[src/hdl/icesp_pkg.sv]
package icesp_pkg;
  localparam int ICESP_NCPU = 2;
  // interrupt_line_count_field value
  localparam int ICESP_ITLINES = 1;
  localparam int ICESP_NREG = ICESP_ITLINES + 1;
  localparam logic [11:0] ICESP_OFF_SET_EN = 12'h100;
  localparam logic [11:0] ICESP_OFF_CLR_EN = 12'h180;
  localparam logic [11:0] ICESP_OFF_SET_PEND = 12'h200;
  localparam logic ICESP_SEC_EXT = 1'b1;
  localparam logic ICESP_LOCK_IMPL = 1'b1;
  // software_generated_interrupt bits of register zero
  localparam logic [31:0] ICESP_SGI_BITS = 32'h0000_ffff;
  // software_generated_interrupt are permanently enabled
  localparam logic [31:0] ICESP_EN0_RST = 32'h0000_ffff;
  localparam logic [31:0] ICESP_PEND_RST = 32'h0000_0000;
  localparam logic [ICESP_NREG-1:0][31:0] ICESP_IMPL = {32'h0fff_ffff, 32'hffff_ffff};
  localparam logic [ICESP_NREG-1:0][31:0] ICESP_LOCKABLE = {32'h0000_00ff, 32'h0000_0000};
  localparam logic [1:0] ICESP_HTRANS_NONSEQ = 2'h2;

  typedef logic [ICESP_NCPU-1:0][31:0] icesp_bank_t;
  typedef logic [ICESP_NREG-2:0][31:0] icesp_spi_t;
  typedef logic [ICESP_NREG-1:0][31:0] icesp_grp_t;
  typedef logic [$clog2(ICESP_NCPU)-1:0] icesp_cpu_t;

  typedef struct packed {
    logic hsel;
    logic [31:0] haddr;
    logic [1:0] htrans;
    logic hwrite;
    logic [2:0] hsize;
    logic hready;
    logic [31:0] hwdata;
    logic hnonsec;
    icesp_cpu_t hmaster;
  } icesp_ahb_s;

  typedef struct packed {
    icesp_bank_t set0;
    icesp_spi_t set_spi;
    icesp_bank_t clr0;
    icesp_spi_t clr_spi;
    icesp_grp_t group;
  } icesp_evt_s;

  typedef struct packed {
    icesp_bank_t en0;
    icesp_spi_t en_spi;
    icesp_bank_t pend0;
    icesp_spi_t pend_spi;
  } icesp_irq_s;

  typedef struct packed {
    icesp_irq_s irq;
    logic dwr;
    logic [11:0] daddr;
    logic dns;
    icesp_cpu_t dcpu;
    logic [31:0] hrdata;
    logic [1:0] lock_sync;
  } icesp_state_s;
endpackage : icesp_pkg
[src/hdl/icesp_dist_regs.sv]
// Decided for this implementation: register access over AHB-Lite.
`timescale 1ns/10ps
module icesp_dist_regs
  import icesp_pkg::*;
(
  input wire logic hclk,
  input wire logic hresetn,
  input wire icesp_ahb_s ahb,
  output logic [31:0] hrdata,
  output logic hreadyout,
  output logic hresp,
  input wire icesp_evt_s evt,
  input wire logic cfg_lock_pin,
  output icesp_irq_s irq
);

  function automatic logic [31:0] icesp_rmask(input int unsigned idx, input logic ns,
                                              input icesp_grp_t grp);
    logic [31:0] m;
    m = ICESP_IMPL[idx];
    if (ICESP_SEC_EXT && ns) begin
      m = m & grp[idx];
    end
    return m;
  endfunction : icesp_rmask

  function automatic logic [31:0] icesp_wmask(input int unsigned idx, input logic ns,
                                              input icesp_grp_t grp, input logic lock);
    logic [31:0] lk;
    lk = {32{lock && ICESP_LOCK_IMPL && ICESP_SEC_EXT}} & ICESP_LOCKABLE[idx] & ~grp[idx];
    return icesp_rmask(idx, ns, grp) & ~lk;
  endfunction : icesp_wmask

  function automatic logic [31:0] icesp_word(input icesp_bank_t bank, input icesp_spi_t spi,
                                             input int unsigned idx, input icesp_cpu_t cpu);
    logic [31:0] w;
    if (idx == 0) begin
      w = bank[cpu];
    end else begin
      w = spi[idx-1];
    end
    return w;
  endfunction : icesp_word

  function automatic logic [31:0] icesp_read(input icesp_irq_s st, input logic [11:0] addr,
                                             input logic ns, input icesp_cpu_t cpu,
                                             input icesp_grp_t grp);
    int unsigned idx;
    logic [31:0] w;
    idx = int'(addr[6:2]);
    w = 32'h0000_0000;
    if (idx < ICESP_NREG) begin
      if (addr[11:7] == ICESP_OFF_SET_EN[11:7] || addr[11:7] == ICESP_OFF_CLR_EN[11:7]) begin
        w = icesp_word(st.en0, st.en_spi, idx, cpu) & icesp_rmask(idx, ns, grp);
      end else if (addr[11:7] == ICESP_OFF_SET_PEND[11:7]) begin
        w = icesp_word(st.pend0, st.pend_spi, idx, cpu) & icesp_rmask(idx, ns, grp);
      end
    end
    return w;
  endfunction : icesp_read

  icesp_state_s s;
  icesp_state_s next_s;

  int unsigned d_idx;
  int unsigned d_spi;
  logic d_valid;
  logic d_set_en;
  logic d_clr_en;
  logic d_set_pend;
  logic lock;
  logic [31:0] wm;
  logic [31:0] w_bits;
  logic [31:0] w_nosgi;
  logic a_take;

  // data-phase decode of the held address
  assign d_idx = int'(s.daddr[6:2]);
  assign d_spi = (d_idx == 0) ? 0 : d_idx - 1;
  assign d_valid = s.dwr && (d_idx < ICESP_NREG);
  assign d_set_en = d_valid && (s.daddr[11:7] == ICESP_OFF_SET_EN[11:7]);
  assign d_clr_en = d_valid && (s.daddr[11:7] == ICESP_OFF_CLR_EN[11:7]);
  assign d_set_pend = d_valid && (s.daddr[11:7] == ICESP_OFF_SET_PEND[11:7]);
  assign lock = s.lock_sync[1];
  // secure and non-secure reach one copy, masked by group
  assign wm = d_valid ? icesp_wmask(d_idx, s.dns, evt.group, lock) : 32'h0000_0000;
  assign w_bits = wm & ahb.hwdata;
  assign w_nosgi = (d_idx == 0) ? (w_bits & ~ICESP_SGI_BITS) : w_bits;
  assign a_take = ahb.hsel && ahb.hready && (ahb.htrans == ICESP_HTRANS_NONSEQ);

  always_comb begin
    next_s = s;
    next_s.lock_sync = {s.lock_sync[0], cfg_lock_pin};
    // events keep driving pending whatever the enable, set beats clear
    for (int c = 0; c < ICESP_NCPU; c++) begin
      next_s.irq.pend0[c] = ((s.irq.pend0[c] & ~evt.clr0[c]) | evt.set0[c]) & ICESP_IMPL[0];
    end
    for (int r = 0; r < ICESP_NREG - 1; r++) begin
      next_s.irq.pend_spi[r] = ((s.irq.pend_spi[r] & ~evt.clr_spi[r]) | evt.set_spi[r])
                               & ICESP_IMPL[r+1];
    end
    if (d_set_en) begin
      if (d_idx == 0) begin
        next_s.irq.en0[s.dcpu] = s.irq.en0[s.dcpu] | w_nosgi;
      end else begin
        next_s.irq.en_spi[d_spi] = s.irq.en_spi[d_spi] | w_bits;
      end
    end
    if (d_clr_en) begin
      if (d_idx == 0) begin
        next_s.irq.en0[s.dcpu] = s.irq.en0[s.dcpu] & ~w_nosgi;
      end else begin
        next_s.irq.en_spi[d_spi] = s.irq.en_spi[d_spi] & ~w_bits;
      end
    end
    if (d_set_pend) begin
      if (d_idx == 0) begin
        next_s.irq.pend0[s.dcpu] = next_s.irq.pend0[s.dcpu] | w_nosgi;
      end else begin
        next_s.irq.pend_spi[d_spi] = next_s.irq.pend_spi[d_spi] | w_bits;
      end
    end
    next_s.dwr = 1'b0;
    if (a_take) begin
      next_s.dwr = ahb.hwrite;
      next_s.daddr = ahb.haddr[11:0];
      next_s.dns = ahb.hnonsec;
      next_s.dcpu = ahb.hmaster;
      if (!ahb.hwrite) begin
        // read sees the write finishing in this same cycle
        next_s.hrdata = icesp_read(next_s.irq, ahb.haddr[11:0], ahb.hnonsec, ahb.hmaster,
                                   evt.group);
      end
    end
  end

  always_ff @(posedge hclk or negedge hresetn) begin
    if (!hresetn) begin
      s <= '0;
      s.irq.en0 <= {ICESP_NCPU{ICESP_EN0_RST}};
      s.irq.pend0 <= {ICESP_NCPU{ICESP_PEND_RST}};
    end else begin
      s <= next_s;
    end
  end

  assign hrdata = s.hrdata;
  assign hreadyout = 1'b1;
  assign hresp = 1'b0;
  assign irq = s.irq;

  // checks
  logic [31:0] h_en_now;
  logic [31:0] h_pend_now;
  logic h_evt_idle;
  assign h_en_now = icesp_word(s.irq.en0, s.irq.en_spi, d_spi + (d_idx == 0 ? 0 : 1), s.dcpu);
  assign h_pend_now = icesp_word(s.irq.pend0, s.irq.pend_spi, d_idx < ICESP_NREG ? d_idx : 0,
                                 s.dcpu);
  assign h_evt_idle = (evt.set0 == '0) && (evt.clr0 == '0);

  a_clr_en_drop: assert property (@(posedge hclk) disable iff (!hresetn)
    d_clr_en && !d_set_en |=> (icesp_word(s.irq.en0, s.irq.en_spi, $past(d_idx), $past(s.dcpu))
      & $past(w_nosgi)) == 32'h0000_0000)
    else $error("clear-enable write left an enable set");

  a_clr_en_keep: assert property (@(posedge hclk) disable iff (!hresetn)
    d_clr_en |=> (icesp_word(s.irq.en0, s.irq.en_spi, $past(d_idx), $past(s.dcpu))
      & ~$past(w_nosgi)) == ($past(h_en_now) & ~$past(w_nosgi)))
    else $error("clear-enable write changed a bit written zero");

  a_rd_en_view: assert property (@(posedge hclk) disable iff (!hresetn)
    a_take && !ahb.hwrite && !s.dwr && ahb.haddr[11:0] == ICESP_OFF_CLR_EN
      && !ahb.hnonsec |=> hrdata == (s.irq.en0[$past(ahb.hmaster)] & ICESP_IMPL[0]))
    else $error("clear-enable read disagrees with enable state");

  a_unimpl_zero: assert property (@(posedge hclk) disable iff (!hresetn)
    ((s.irq.en_spi[0] | s.irq.pend_spi[0]) & ~ICESP_IMPL[1]) == 32'h0000_0000)
    else $error("unimplemented interrupt bit is set");

  a_ns_hide: assert property (@(posedge hclk) disable iff (!hresetn)
    a_take && !ahb.hwrite && ahb.hnonsec ##1 1'b1
      |-> (hrdata & ~evt.group[$past(ahb.haddr[6:2]) < ICESP_NREG ? $past(ahb.haddr[6:2]) : 0])
      == 32'h0000_0000 || $past(ahb.haddr[6:2]) >= ICESP_NREG)
    else $error("non-secure read exposed a secure bit");

  a_lock_hold: assert property (@(posedge hclk) disable iff (!hresetn)
    d_valid && d_idx == 1 && lock && !d_set_pend
      |=> (s.irq.en_spi[0] & ICESP_LOCKABLE[1] & ~$past(evt.group[1]))
      == ($past(s.irq.en_spi[0]) & ICESP_LOCKABLE[1] & ~$past(evt.group[1])))
    else $error("locked enable bit was modified");

  a_sgi_pend_ro: assert property (@(posedge hclk) disable iff (!hresetn)
    d_set_pend && d_idx == 0 && h_evt_idle
      |=> (s.irq.pend0[$past(s.dcpu)] & ICESP_SGI_BITS) == ($past(h_pend_now) & ICESP_SGI_BITS))
    else $error("software interrupt pending bit written");

  a_set_pend_hit: assert property (@(posedge hclk) disable iff (!hresetn)
    d_set_pend |=> (icesp_word(s.irq.pend0, s.irq.pend_spi, $past(d_idx), $past(s.dcpu))
      & $past(w_nosgi)) == $past(w_nosgi))
    else $error("set-pending write did not make pending");

  a_evt_pend: assert property (@(posedge hclk) disable iff (!hresetn)
    (evt.set_spi[0] & ICESP_IMPL[1] & ~s.irq.en_spi[0]) != 32'h0000_0000
      |=> (s.irq.pend_spi[0] & $past(evt.set_spi[0] & ICESP_IMPL[1])) == $past(evt.set_spi[0]
      & ICESP_IMPL[1]))
    else $error("disabled interrupt failed to become pending");

  a_bank_sep: assert property (@(posedge hclk) disable iff (!hresetn)
    d_valid && d_idx == 0 && !d_set_pend
      |=> s.irq.en0[!$past(s.dcpu)] == $past(s.irq.en0[!s.dcpu]))
    else $error("register zero write reached another processor bank");

  a_rd_unmapped: assert property (@(posedge hclk) disable iff (!hresetn)
    a_take && !ahb.hwrite && ahb.haddr[6:2] >= ICESP_NREG
    |=> hrdata == 32'h0000_0000)
    else $error("read beyond the implemented registers returned data");

  a_rd_off_map: assert property (@(posedge hclk) disable iff (!hresetn)
    a_take && !ahb.hwrite && ahb.haddr[11:7] != ICESP_OFF_SET_EN[11:7]
      && ahb.haddr[11:7] != ICESP_OFF_CLR_EN[11:7]
      && ahb.haddr[11:7] != ICESP_OFF_SET_PEND[11:7]
    |=> hrdata == 32'h0000_0000)
    else $error("read outside the register arrays returned data");

  a_rd_pend_bank: assert property (@(posedge hclk) disable iff (!hresetn)
    a_take && !ahb.hwrite && !s.dwr && ahb.haddr[11:0] == ICESP_OFF_SET_PEND
      && !ahb.hnonsec
    |=> hrdata == s.irq.pend0[$past(ahb.hmaster)])
    else $error("banked set-pending read disagrees with pending state");

  a_rd_pend_spi: assert property (@(posedge hclk) disable iff (!hresetn)
    a_take && !ahb.hwrite && !s.dwr && ahb.haddr[11:0] == ICESP_OFF_SET_PEND + 12'h004
      && !ahb.hnonsec
    |=> hrdata == s.irq.pend_spi[0])
    else $error("peripheral set-pending read disagrees with pending state");

  a_rd_en_spi: assert property (@(posedge hclk) disable iff (!hresetn)
    a_take && !ahb.hwrite && !s.dwr && ahb.haddr[11:0] == ICESP_OFF_CLR_EN + 12'h004
      && !ahb.hnonsec
    |=> hrdata == s.irq.en_spi[0])
    else $error("peripheral clear-enable read disagrees with enable state");

  a_rd_set_view: assert property (@(posedge hclk) disable iff (!hresetn)
    a_take && !ahb.hwrite && !s.dwr && ahb.haddr[11:0] == ICESP_OFF_SET_EN
      && !ahb.hnonsec
    |=> hrdata == s.irq.en0[$past(ahb.hmaster)])
    else $error("set-enable view disagrees with enable state");

  a_rd_ns_pend: assert property (@(posedge hclk) disable iff (!hresetn)
    a_take && !ahb.hwrite && !s.dwr && ahb.haddr[11:0] == ICESP_OFF_SET_PEND + 12'h004
      && ahb.hnonsec
    |=> hrdata == (s.irq.pend_spi[0] & $past(evt.group[1])))
    else $error("non-secure pending read shows wrong bits");

  a_rd_ns_en: assert property (@(posedge hclk) disable iff (!hresetn)
    a_take && !ahb.hwrite && !s.dwr && ahb.haddr[11:0] == ICESP_OFF_CLR_EN + 12'h004
      && ahb.hnonsec
    |=> hrdata == (s.irq.en_spi[0] & $past(evt.group[1])))
    else $error("non-secure enable read shows wrong bits");

  a_sgi_en_fixed: assert property (@(posedge hclk) disable iff (!hresetn)
    (s.irq.en0[0] & ICESP_SGI_BITS) == ICESP_SGI_BITS
      && (s.irq.en0[1] & ICESP_SGI_BITS) == ICESP_SGI_BITS)
    else $error("software interrupt enable was cleared");

  a_clr_spi_drop: assert property (@(posedge hclk) disable iff (!hresetn)
    d_clr_en && d_idx == 1
    |=> (s.irq.en_spi[0] & $past(w_bits)) == 32'h0000_0000)
    else $error("cleared peripheral enable still reads one");

  a_set_en_rise: assert property (@(posedge hclk) disable iff (!hresetn)
    d_set_en
    |=> (icesp_word(s.irq.en0, s.irq.en_spi, $past(d_idx), $past(s.dcpu))
      & $past(w_nosgi)) == $past(w_nosgi))
    else $error("set-enable write did not reach the shared enable");

  a_ns_en_keep: assert property (@(posedge hclk) disable iff (!hresetn)
    d_valid && s.dns && d_idx == 1
    |=> ((s.irq.en_spi[0] ^ $past(s.irq.en_spi[0])) & ~$past(evt.group[1]))
      == 32'h0000_0000)
    else $error("non-secure write changed a secure enable");

  a_ns_pend_keep: assert property (@(posedge hclk) disable iff (!hresetn)
    d_set_pend && s.dns && d_idx == 1 && evt.set_spi == '0 && evt.clr_spi == '0
    |=> ((s.irq.pend_spi[0] ^ $past(s.irq.pend_spi[0])) & ~$past(evt.group[1]))
      == 32'h0000_0000)
    else $error("non-secure write changed a secure pending bit");

  a_lock_pend: assert property (@(posedge hclk) disable iff (!hresetn)
    d_set_pend && d_idx == 1 && lock && evt.set_spi == '0 && evt.clr_spi == '0
    |=> (s.irq.pend_spi[0] & ICESP_LOCKABLE[1] & ~$past(evt.group[1]))
      == ($past(s.irq.pend_spi[0]) & ICESP_LOCKABLE[1] & ~$past(evt.group[1])))
    else $error("locked pending bit was modified");

  a_lock_sync: assert property (@(posedge hclk) disable iff (!hresetn)
    lock == $past(cfg_lock_pin, 2))
    else $error("lock request not seen two edges after the pin");

  a_bank_pend_sep: assert property (@(posedge hclk) disable iff (!hresetn)
    d_set_pend && d_idx == 0 && h_evt_idle
    |=> s.irq.pend0[!$past(s.dcpu)] == $past(s.irq.pend0[!s.dcpu]))
    else $error("pending write reached another processor bank");

  a_wr_unmapped: assert property (@(posedge hclk) disable iff (!hresetn)
    s.dwr && d_idx >= ICESP_NREG
    |=> $stable(s.irq.en0) && $stable(s.irq.en_spi))
    else $error("write beyond the implemented registers changed an enable");

  a_wr_off_map: assert property (@(posedge hclk) disable iff (!hresetn)
    s.dwr && !d_set_en && !d_clr_en && !d_set_pend
    |=> $stable(s.irq.en0) && $stable(s.irq.en_spi))
    else $error("unmapped write changed an enable");

  a_evt_pend_bank: assert property (@(posedge hclk) disable iff (!hresetn)
    (evt.set0[0] & ~s.irq.en0[0]) != 32'h0000_0000
    |=> (s.irq.pend0[0] & $past(evt.set0[0])) == $past(evt.set0[0]))
    else $error("disabled banked interrupt failed to become pending");

  a_pend_keep_zero: assert property (@(posedge hclk) disable iff (!hresetn)
    d_set_pend && d_idx == 1 && evt.set_spi == '0 && evt.clr_spi == '0
    |=> (s.irq.pend_spi[0] & ~$past(w_bits))
      == ($past(s.irq.pend_spi[0]) & ~$past(w_bits)))
    else $error("set-pending write changed a bit written zero");

  a_pend_stay: assert property (@(posedge hclk) disable iff (!hresetn)
    d_set_pend && d_idx == 1 && evt.clr_spi == '0
    |=> (s.irq.pend_spi[0] & $past(s.irq.pend_spi[0])) == $past(s.irq.pend_spi[0]))
    else $error("set-pending write dropped a pending bit");

  a_ns_clr_common: assert property (@(posedge hclk) disable iff (!hresetn)
    d_clr_en && s.dns && d_idx == 1
    |=> (s.irq.en_spi[0] & $past(w_bits)) == 32'h0000_0000)
    else $error("non-secure clear missed the common enable copy");

  a_clr_bank0: assert property (@(posedge hclk) disable iff (!hresetn)
    d_clr_en && d_idx == 0
    |=> (s.irq.en0[$past(s.dcpu)] & $past(w_nosgi)) == 32'h0000_0000)
    else $error("banked clear-enable write left an enable set");

  c_evt_pend: cover property (@(posedge hclk) disable iff (!hresetn)
    (evt.set0[0] | evt.set_spi[0]) != 32'h0000_0000);
  c_clr_write: cover property (@(posedge hclk) disable iff (!hresetn) d_clr_en && wm != '0);
  c_pend_write: cover property (@(posedge hclk) disable iff (!hresetn) d_set_pend && d_idx == 1);
  c_ns_read: cover property (@(posedge hclk) disable iff (!hresetn)
    a_take && !ahb.hwrite && ahb.hnonsec);
  c_lock_write: cover property (@(posedge hclk) disable iff (!hresetn) d_valid && lock);

endmodule : icesp_dist_regs

[config.mk]
export PLATFORM = sky130hd
export DESIGN_NAME = icesp_dist_regs
export DESIGN_NICKNAME = d
export VERILOG_FILES = /design/src/hdl/icesp_pkg.sv /design/src/hdl/icesp_dist_regs.sv
export SDC_FILE = /design/constraint.sdc
export NUM_CORES = 1
export LEC_CHECK = 0
export ABC_AREA = 1
export BUFFER_PORTS_ARGS = -buffer_cell sky130_fd_sc_hd__buf_2
export CORE_AREA = 5 5 213 215
export DETAILED_ROUTE_END_ITERATION = 8
export DIE_AREA = 0 0 218 220
export GPL_TIMING_DRIVEN = 0
export PLACE_DENSITY = 0.67
export SETUP_SLACK_MARGIN = 0.2
export SLEW_MARGIN = 20
export SYNTH_ARGS = -nofsm -noshare
export SYNTH_HDL_FRONTEND = slang
export SYNTH_SLANG_ARGS = --single-unit
[constraint.sdc]
create_clock -name hclk -period 5.3 [get_ports hclk]
set_clock_uncertainty 0.05 [all_clocks]
set_input_delay 0.265 -clock hclk [delete_from_list [all_inputs] [get_ports hclk]]
set_output_delay 0.265 -clock hclk [all_outputs]
set_load 0.02 [all_outputs]
==> flow_metrics.py, run 1 <==
metrics = {
    "outcome": {
        "outcome": "complete, no violations",
    },
    "global_routing": {
        "overflow": 0,
        "antenna_found_initial": 10,
        "grtUsageTotal_pct": 26.3,
        "grt_max_degree": 92,
        "grt_pass1_vias": 16300,
        "grt_pass1_wl_mm": 96.7,
    },
    "pwr": {
        "total_power_mw": 5.03,
        "ir_worst_vdd_v": 0.000216,
        "p_per_area_nw_per_um2": 245,
        "cellLeakagePower_nw": 11.1,
    },
    "hold_path": {
        "hp-class": "in2reg",
        "hp-start": "evt[75]",
    },
    "cts": {
        "post_cts_buffers": 0,
        "htreeDepth": 1,
        "cts_root_buf": "clkbuf_16",
        "cts_hold_buf": 191,
        "cts_tree": "built",
        "clk_latency_ns": 0.57,
        "cts.sink_count": 239,
        "cts.repair.resized": 0,
        "cts_buffer_depth": 3,
        "cts_buffers": 29,
        "clk_pin_slew_ns": 0.06,
    },
    "synth": {
        "synth_warnings": 0,
        "synth_top_family_by_area": "simple AND/OR/NAND/NOR gates",
        "synthMuxAreaShare_pct": 0,
        "postSynthCellCount": 1964,
        "ys_seq_area_share_pct": 42.1,
        "synth_cell_types": 31,
        "ys_ff_latch": 239,
        "yosysTopAreaCellShare_pct": 36.2,
        "synth-simple-area-share_pct": 26.2,
        "syn_area_um2": 14300,
        "yosys.area.top_type": "dfrtp_1",
        "postSynthAreaPerCell_um2": 7.28,
        "synth_fa_ha_area_share_pct": 0.0875,
        "synthXorXnorAreaFrac_pct": 0,
        "synth_compound_area_share_pct": 10.8,
        "yosys-top-cells-area": "dfrtp_1 36%, nand2_1 14%, buf_4 12%",
    },
    "die": {
        "initial_utilization_pct": 32.8,
        "die_w_um": 218,
        "ios": 559,
        "die_h_um": 220,
        "core-area_um2": 43500,
        "row_count": 77,
        "fp.dieArea_um2": 48000,
    },
    "drt": {
        "wl_mm": 66.0,
        "drc": 0,
        "viasPerCell": 4.84,
        "routed-via-count": 16100,
        "drt_iter0_markers": 1412,
        "wl_per_cell_um": 19.8,
        "ant_nets": 0,
        "first_pass_iters": 6,
    },
    "setup_path": {
        "path_class": "reg2reg",
        "path_max_fanout": 10,
        "r2r_start": "d_idx[0]$_DFFE_PN0P_",
        "arrival_ns": 4.01,
        "startpoint": "d_idx[0]$_DFFE_PN0P_",
        "r2r_cells": 16,
        "critPathRequiredTime_ns": 5.76,
        "rrSetupSlack_ns": 1.75,
        "crit_end": "hrdata[20]$_DFFE_PN0P_",
        "end_kind": "flip-flop",
        "r2r_end": "hrdata[20]$_DFFE_PN0P_",
        "start_kind": "flip-flop",
    },
    "timing": {
        "setup_viol": 0,
        "relSlewSlack_pct": 36.7,
        "setup_tns_ns": 0,
        "hold_viol": 0,
        "finalCriticalPeriod_ns": 3.55,
        "finalCritPeriodShare_pct": 67.0,
        "worstMarginPinSlew_ns": 0.947,
        "max_freq_ghz": 0.281,
        "maxSlewViolCount": 0,
        "rsz0062_at_grt": "false",
    },
    "finish": {
        "drive_gt1_share_pct": 31.6,
        "seqCellArea_um2": 6020,
        "multiInputGateArea_um2": 5320,
        "fin_util_pct": 47.2,
        "final_cell_mix": "533 x buf_2, 531 x nand2_1, 231 x buf_4",
        "final_common_cell": "buf_2",
        "fillers": 4321,
        "area_growth_syn_to_layout_pct": 43.9,
        "final_nets": 3045,
    },
    "placed_design": {
        "io_buffers": 519,
        "hpwl_mm": 50.0,
        "gp_congestion": 0.920,
    },
    "run": {
        "drv.max_cap_violation_count": 0,
    },
}
-- cell usage after synthesis --
cell,instances
o21bai_1,54
dfstp_2,32
buf_2,15
o21ai_1,8
nand2_1,531
inv_1,196
dfrtp_1,207
o21ai_0,82
inv_2,3
buf_4,231
buf_1,9
o211ai_1,6
nor2_2,1
nand2_2,1
nor2_4,5
nor4_1,1
nand3_1,201
clkinv_1,1
nand3_4,1
clkbuf_1,83
ha_1,1
nor4_4,1
nand3b_1,1
and3_1,1
buf_6,6
conb_1,2
o22ai_1,4
nor2_1,155
a21oi_1,123
nand3_2,1
nor2_8,1
-- state kept, by name (all words and copies together), names as in the netlist --
register  flops
s             8
lock          1
d_idx         5
hrdata       32
next_s        1
irq         192
-- power breakdown --
part           internal, mW  switching (mW)
sequential             1.90          0.0584
combinational         0.435           0.647
clock                  1.16           0.827
total                  3.50            1.53
-- area by class of cell --
cell class                 count  share of cell area, %
tap                          592                   3.60
timing repair buffer         712                   22.2
clock buffer                  44                   4.19
antenna                        7                 0.0852
inverter                     200                   3.65
sequential                   239                   29.3
multi-input combinational   1185                   25.8
buffer                       344                   10.8
clock inverter                 7                  0.322
-- how the worst min path moves through the flow --
stage / to / slack, ns / depth (start not counted)
final: irq[11]$_DFF_PN0_ / 0.01 / 4
after global routing: irq[11]$_DFF_PN0_ / 0.01 / 4
after CTS: hrdata[12]$_DFFE_PN0P_ / 0.003 / 5
after detailed placement: irq[64]$_DFF_PN0_ / 0.24 / 1
after global placement: lock$_DFF_PN0_ / 0.29 / 0
after floorplan: d_idx[0]$_DFFE_PN0P_ / -0.08 / 0
-- critical path, cell delays in order, from the launching register on --
cell	delay [ns]
dfrtp_1	0.35
buf_2	0.16
inv_1	0.22
buf_2	0.36
ha_1	0.27
buf_4	0.27
nand3_2	0.19
nor2_2	0.21
nand2_1	0.17
clkbuf_1	0.36
o21bai_1	0.23
nand2_1	0.08
nand2_1	0.06
nand3_1	0.19
nand2_1	0.14
nand3_1	0.11
nand2_1	0.07
-- cell families after synthesis --
kind of cell / after synthesis
flip-flops: 239
AO/OA/AOI/OAI: 277
buffers and inverters: 544
AND/OR/NAND/NOR: 901
other: 2
adder cells (fa/ha/maj): 1
-- metrics by stage --
step / hold slack, ns / area [µm²] / cells / worst slack, ns
global route: 0.0106 / 20600 / 3328 / 1.54
finish: 0.0106 / 20600 / 3330 / 1.75
detailed placement: 0.243 / 17700 / 3081 / 1.82
CTS: 0.00277 / 20600 / 3323 / 1.81
global placement: 0.289 / 17600 / 3079 / -0.542
floorplan: -0.0806 / 14300 / 1968 / 2.99
-- layer usage --
layer | wire [µm] | track usage [%]
met5 | 37 | 0
met4 | 3230 | 12.1
met3 | 6060 | 5.76
met2 | 30700 | 43.5
met1 | 25900 | 33.1
No activity file was read; power rests on OpenSTA's default activity.
==> inputs of run 2 (changes only) <==
--- a/config.mk
+++ b/config.mk
@@ -11,7 +11,7 @@
 export DETAILED_ROUTE_END_ITERATION = 8
 export DIE_AREA = 0 0 218 220
 export GPL_TIMING_DRIVEN = 0
-export PLACE_DENSITY = 0.67
+export PLACE_DENSITY = 0.69
 export SETUP_SLACK_MARGIN = 0.2
 export SLEW_MARGIN = 20
 export SYNTH_ARGS = -nofsm -noshare
==> constraint.sdc (replaced) <==
create_clock -name hclk -period 2.95 [get_ports hclk]
set_clock_uncertainty 0.05 [all_clocks]
set_input_delay 0.1475 -clock hclk [delete_from_list [all_inputs] [get_ports hclk]]
set_output_delay 0.1475 -clock hclk [all_outputs]
set_load 0.02 [all_outputs]
==> run 2 against run 1 <==
Net effect: core utilization increased by 1.6 points; hold slack improved by 0.010 ns; die area unchanged; largest cell class unchanged.
==> flow_metrics.py, run 2 (synthesized netlist as in run 1, its figures left out) <==
metrics = {
    "global_routing": {
        "grtUsageTotal_pct": 26.7,
        "overflow": 0,
        "grt_pass1_vias": 16800,
        "antenna_found_initial": 10,
        "grt_pass1_wl_mm": 98.4,
        "grt_max_degree": 83,
    },
    "cts": {
        "cts.sink_count": 239,
        "cts_tree": "built",
        "cts_buffers": 29,
        "htreeDepth": 1,
        "cts_buffer_depth": 3,
        "clk_latency_ns": 0.58,
        "cts_root_buf": "clkbuf_16",
        "clk_pin_slew_ns": 0.06,
    },
    "drt": {
        "first_pass_iters": 5,
        "ant_nets": 0,
        "drc": 0,
        "routed-via-count": 16500,
        "drt_iter0_markers": 1477,
        "wl_per_cell_um": 19.7,
        "viasPerCell": 4.85,
        "wl_mm": 66.9,
    },
    "outcome": {
        "outcome": "complete, no violations",
    },
    "pwr": {
        "ir_worst_vdd_v": 0.000432,
        "cellLeakagePower_nw": 11.5,
        "combPwrFrac_pct": 22.5,
        "internal_power_mw": 6.33,
        "pwr-share-clk_pct": 39.1,
        "total_power_mw": 9.17,
        "power_frac_seq_pct": 38.4,
        "p_sw_mw": 2.84,
        "power.share.switching_pct": 31.0,
        "p_per_area_nw_per_um2": 431,
    },
    "finish": {
        "fin_area_um2": 21300,
        "final_nets": 3105,
        "regMostFlops": "irq",
        "drive_gt1_share_pct": 31.9,
        "largest_reg_flops": 192,
        "final_cell_mix": "529 x buf_2, 528 x nand2_1, 244 x dlygate4sd3_1",
        "final_common_cell": "buf_2",
        "area_growth_syn_to_layout_pct": 48.8,
    },
    "setup_path": {
        "cpMostUsedCell": "nand2_1",
        "startpoint": "d_idx[0]$_DFFE_PN0P_",
        "start_kind": "flip-flop",
        "cp_slowest_cell": "nor2_1",
        "path_max_fanout": 10,
        "crit_chain": "buf_2 > buf_2 > nand2_1 > nand2_1 > nor2_1 > nor2_1 > nand2_1 > o21ai_0 > nand2_1 > a21oi_1 > nand2_1 > nand3_1 > nand2_1",
        "r2r_cells": 13,
        "end_kind": "flip-flop",
        "critPathRequiredTime_ns": 3.34,
        "r2r_start": "d_idx[0]$_DFFE_PN0P_",
        "arrival_ns": 3.07,
        "max_stage_delay_ns": 0.57,
        "path_class": "reg2reg",
    },
    "timing": {
        "hold_viol": 0,
        "max_freq_ghz": 0.373,
        "rsz0062_at_grt": "false",
        "finalCriticalPeriod_ns": 2.68,
        "maxSlewViolCount": 0,
        "setup_viol": 0,
        "worstMarginPinSlew_ns": 0.932,
        "setup_tns_ns": 0,
        "finalCritPeriodShare_pct": 91.0,
        "relSlewSlack_pct": 37.9,
    },
    "die": {
        "die_w_um": 218,
        "ios": 559,
        "core-area_um2": 43500,
        "fp.dieArea_um2": 48000,
        "die_h_um": 220,
        "initial_utilization_pct": 32.8,
        "row_count": 77,
    },
    "hold_path": {
        "hp-class": "in2reg",
        "hp-start": "ahb[27]",
        "hold_depth": 5,
    },
    "run": {
        "drv.max_cap_violation_count": 0,
    },
    "placed_design": {
        "io_buffers": 519,
        "gp_congestion": 0.924,
        "hpwl_mm": 50.1,
        "dpl_cell_area_um2": 17700,
    },
}
## run 2: area by class of cell
class	count	area (µm²)
fillers	4233	22300
diodes	8	20.0
plain buffers	344	2260
repair buffers	772	5160
flip-flops and latches	239	6020
clock buffers	38	790
well taps	592	741
multi-input cells	1185	5390
inverters	200	754
clock inverters	14	135
## run 2: timing repair
item                                    in CTS  in global routing
hold buffers                               244                  0
endpoints found under the setup margin     108                 33
buffers inserted                             6                  1
endpoints found under the hold margin      224                  0
pin swaps                                    2                  2
gates resized for setup                     18                 26
## run 2: per-stage QoR
step | setup slack [ns] | hold WS [ns] | utilization (%) | std cells
after global placement | -2.75 | 0.213 | 40.5 | 3079
final | 0.266 | 0.0206 | 48.8 | 3392
after floorplan | 0.642 | -0.198 | - | 1968
after global routing | 0.192 | 0.0265 | 48.8 | 3390
after CTS | 0.190 | 0.00130 | 48.6 | 3383
after detailed placement | -0.491 | 0.143 | 40.7 | 3081
## run 2: power groups by stage
stage	clock network (mW)	logic, mW	registers (mW)
floorplan	0	0.938	3.54
global placement	0	1.65	3.57
detailed placement	0	1.69	3.57
CTS	3.63	2.00	3.52
global route	3.75	2.22	3.53
finish	3.58	2.06	3.52
## run 2: path summary, 6_finish.rpt
path	endpoint	slack, ns
max	hrdata[20]$_DFFE_PN0P_	0.27
min	irq[89]$_DFF_PN0_	0.02
max reg2reg	hrdata[20]$_DFFE_PN0P_	0.27
min reg2reg	lock$_DFF_PN0_	0.32
max in group asynchronous	irq[174]$_DFF_PN1_	1.81
min in group asynchronous	irq[64]$_DFF_PN0_	0.10
## run 2: metal layers
| layer | track usage, % | part of all wire (%) | up-vias |
|---|---|---|---|
| li1 | - | - | 7545 |
| met1 | 33.0 | 39 | 7719 |
| met2 | 45.2 | 47 | 956 |
| met3 | 5.11 | 8.5 | 244 |
| met4 | 12.5 | 5.4 | 4 |
| met5 | 0 | 0.028 | - |
## run 2: worst max-delay path, delay by kind of cell (launching register included)
family	cells	cell delay (ns)
simple gates	9	1.33
buf+inv	2	0.49
compound gates	2	0.37
flops	1	0.31
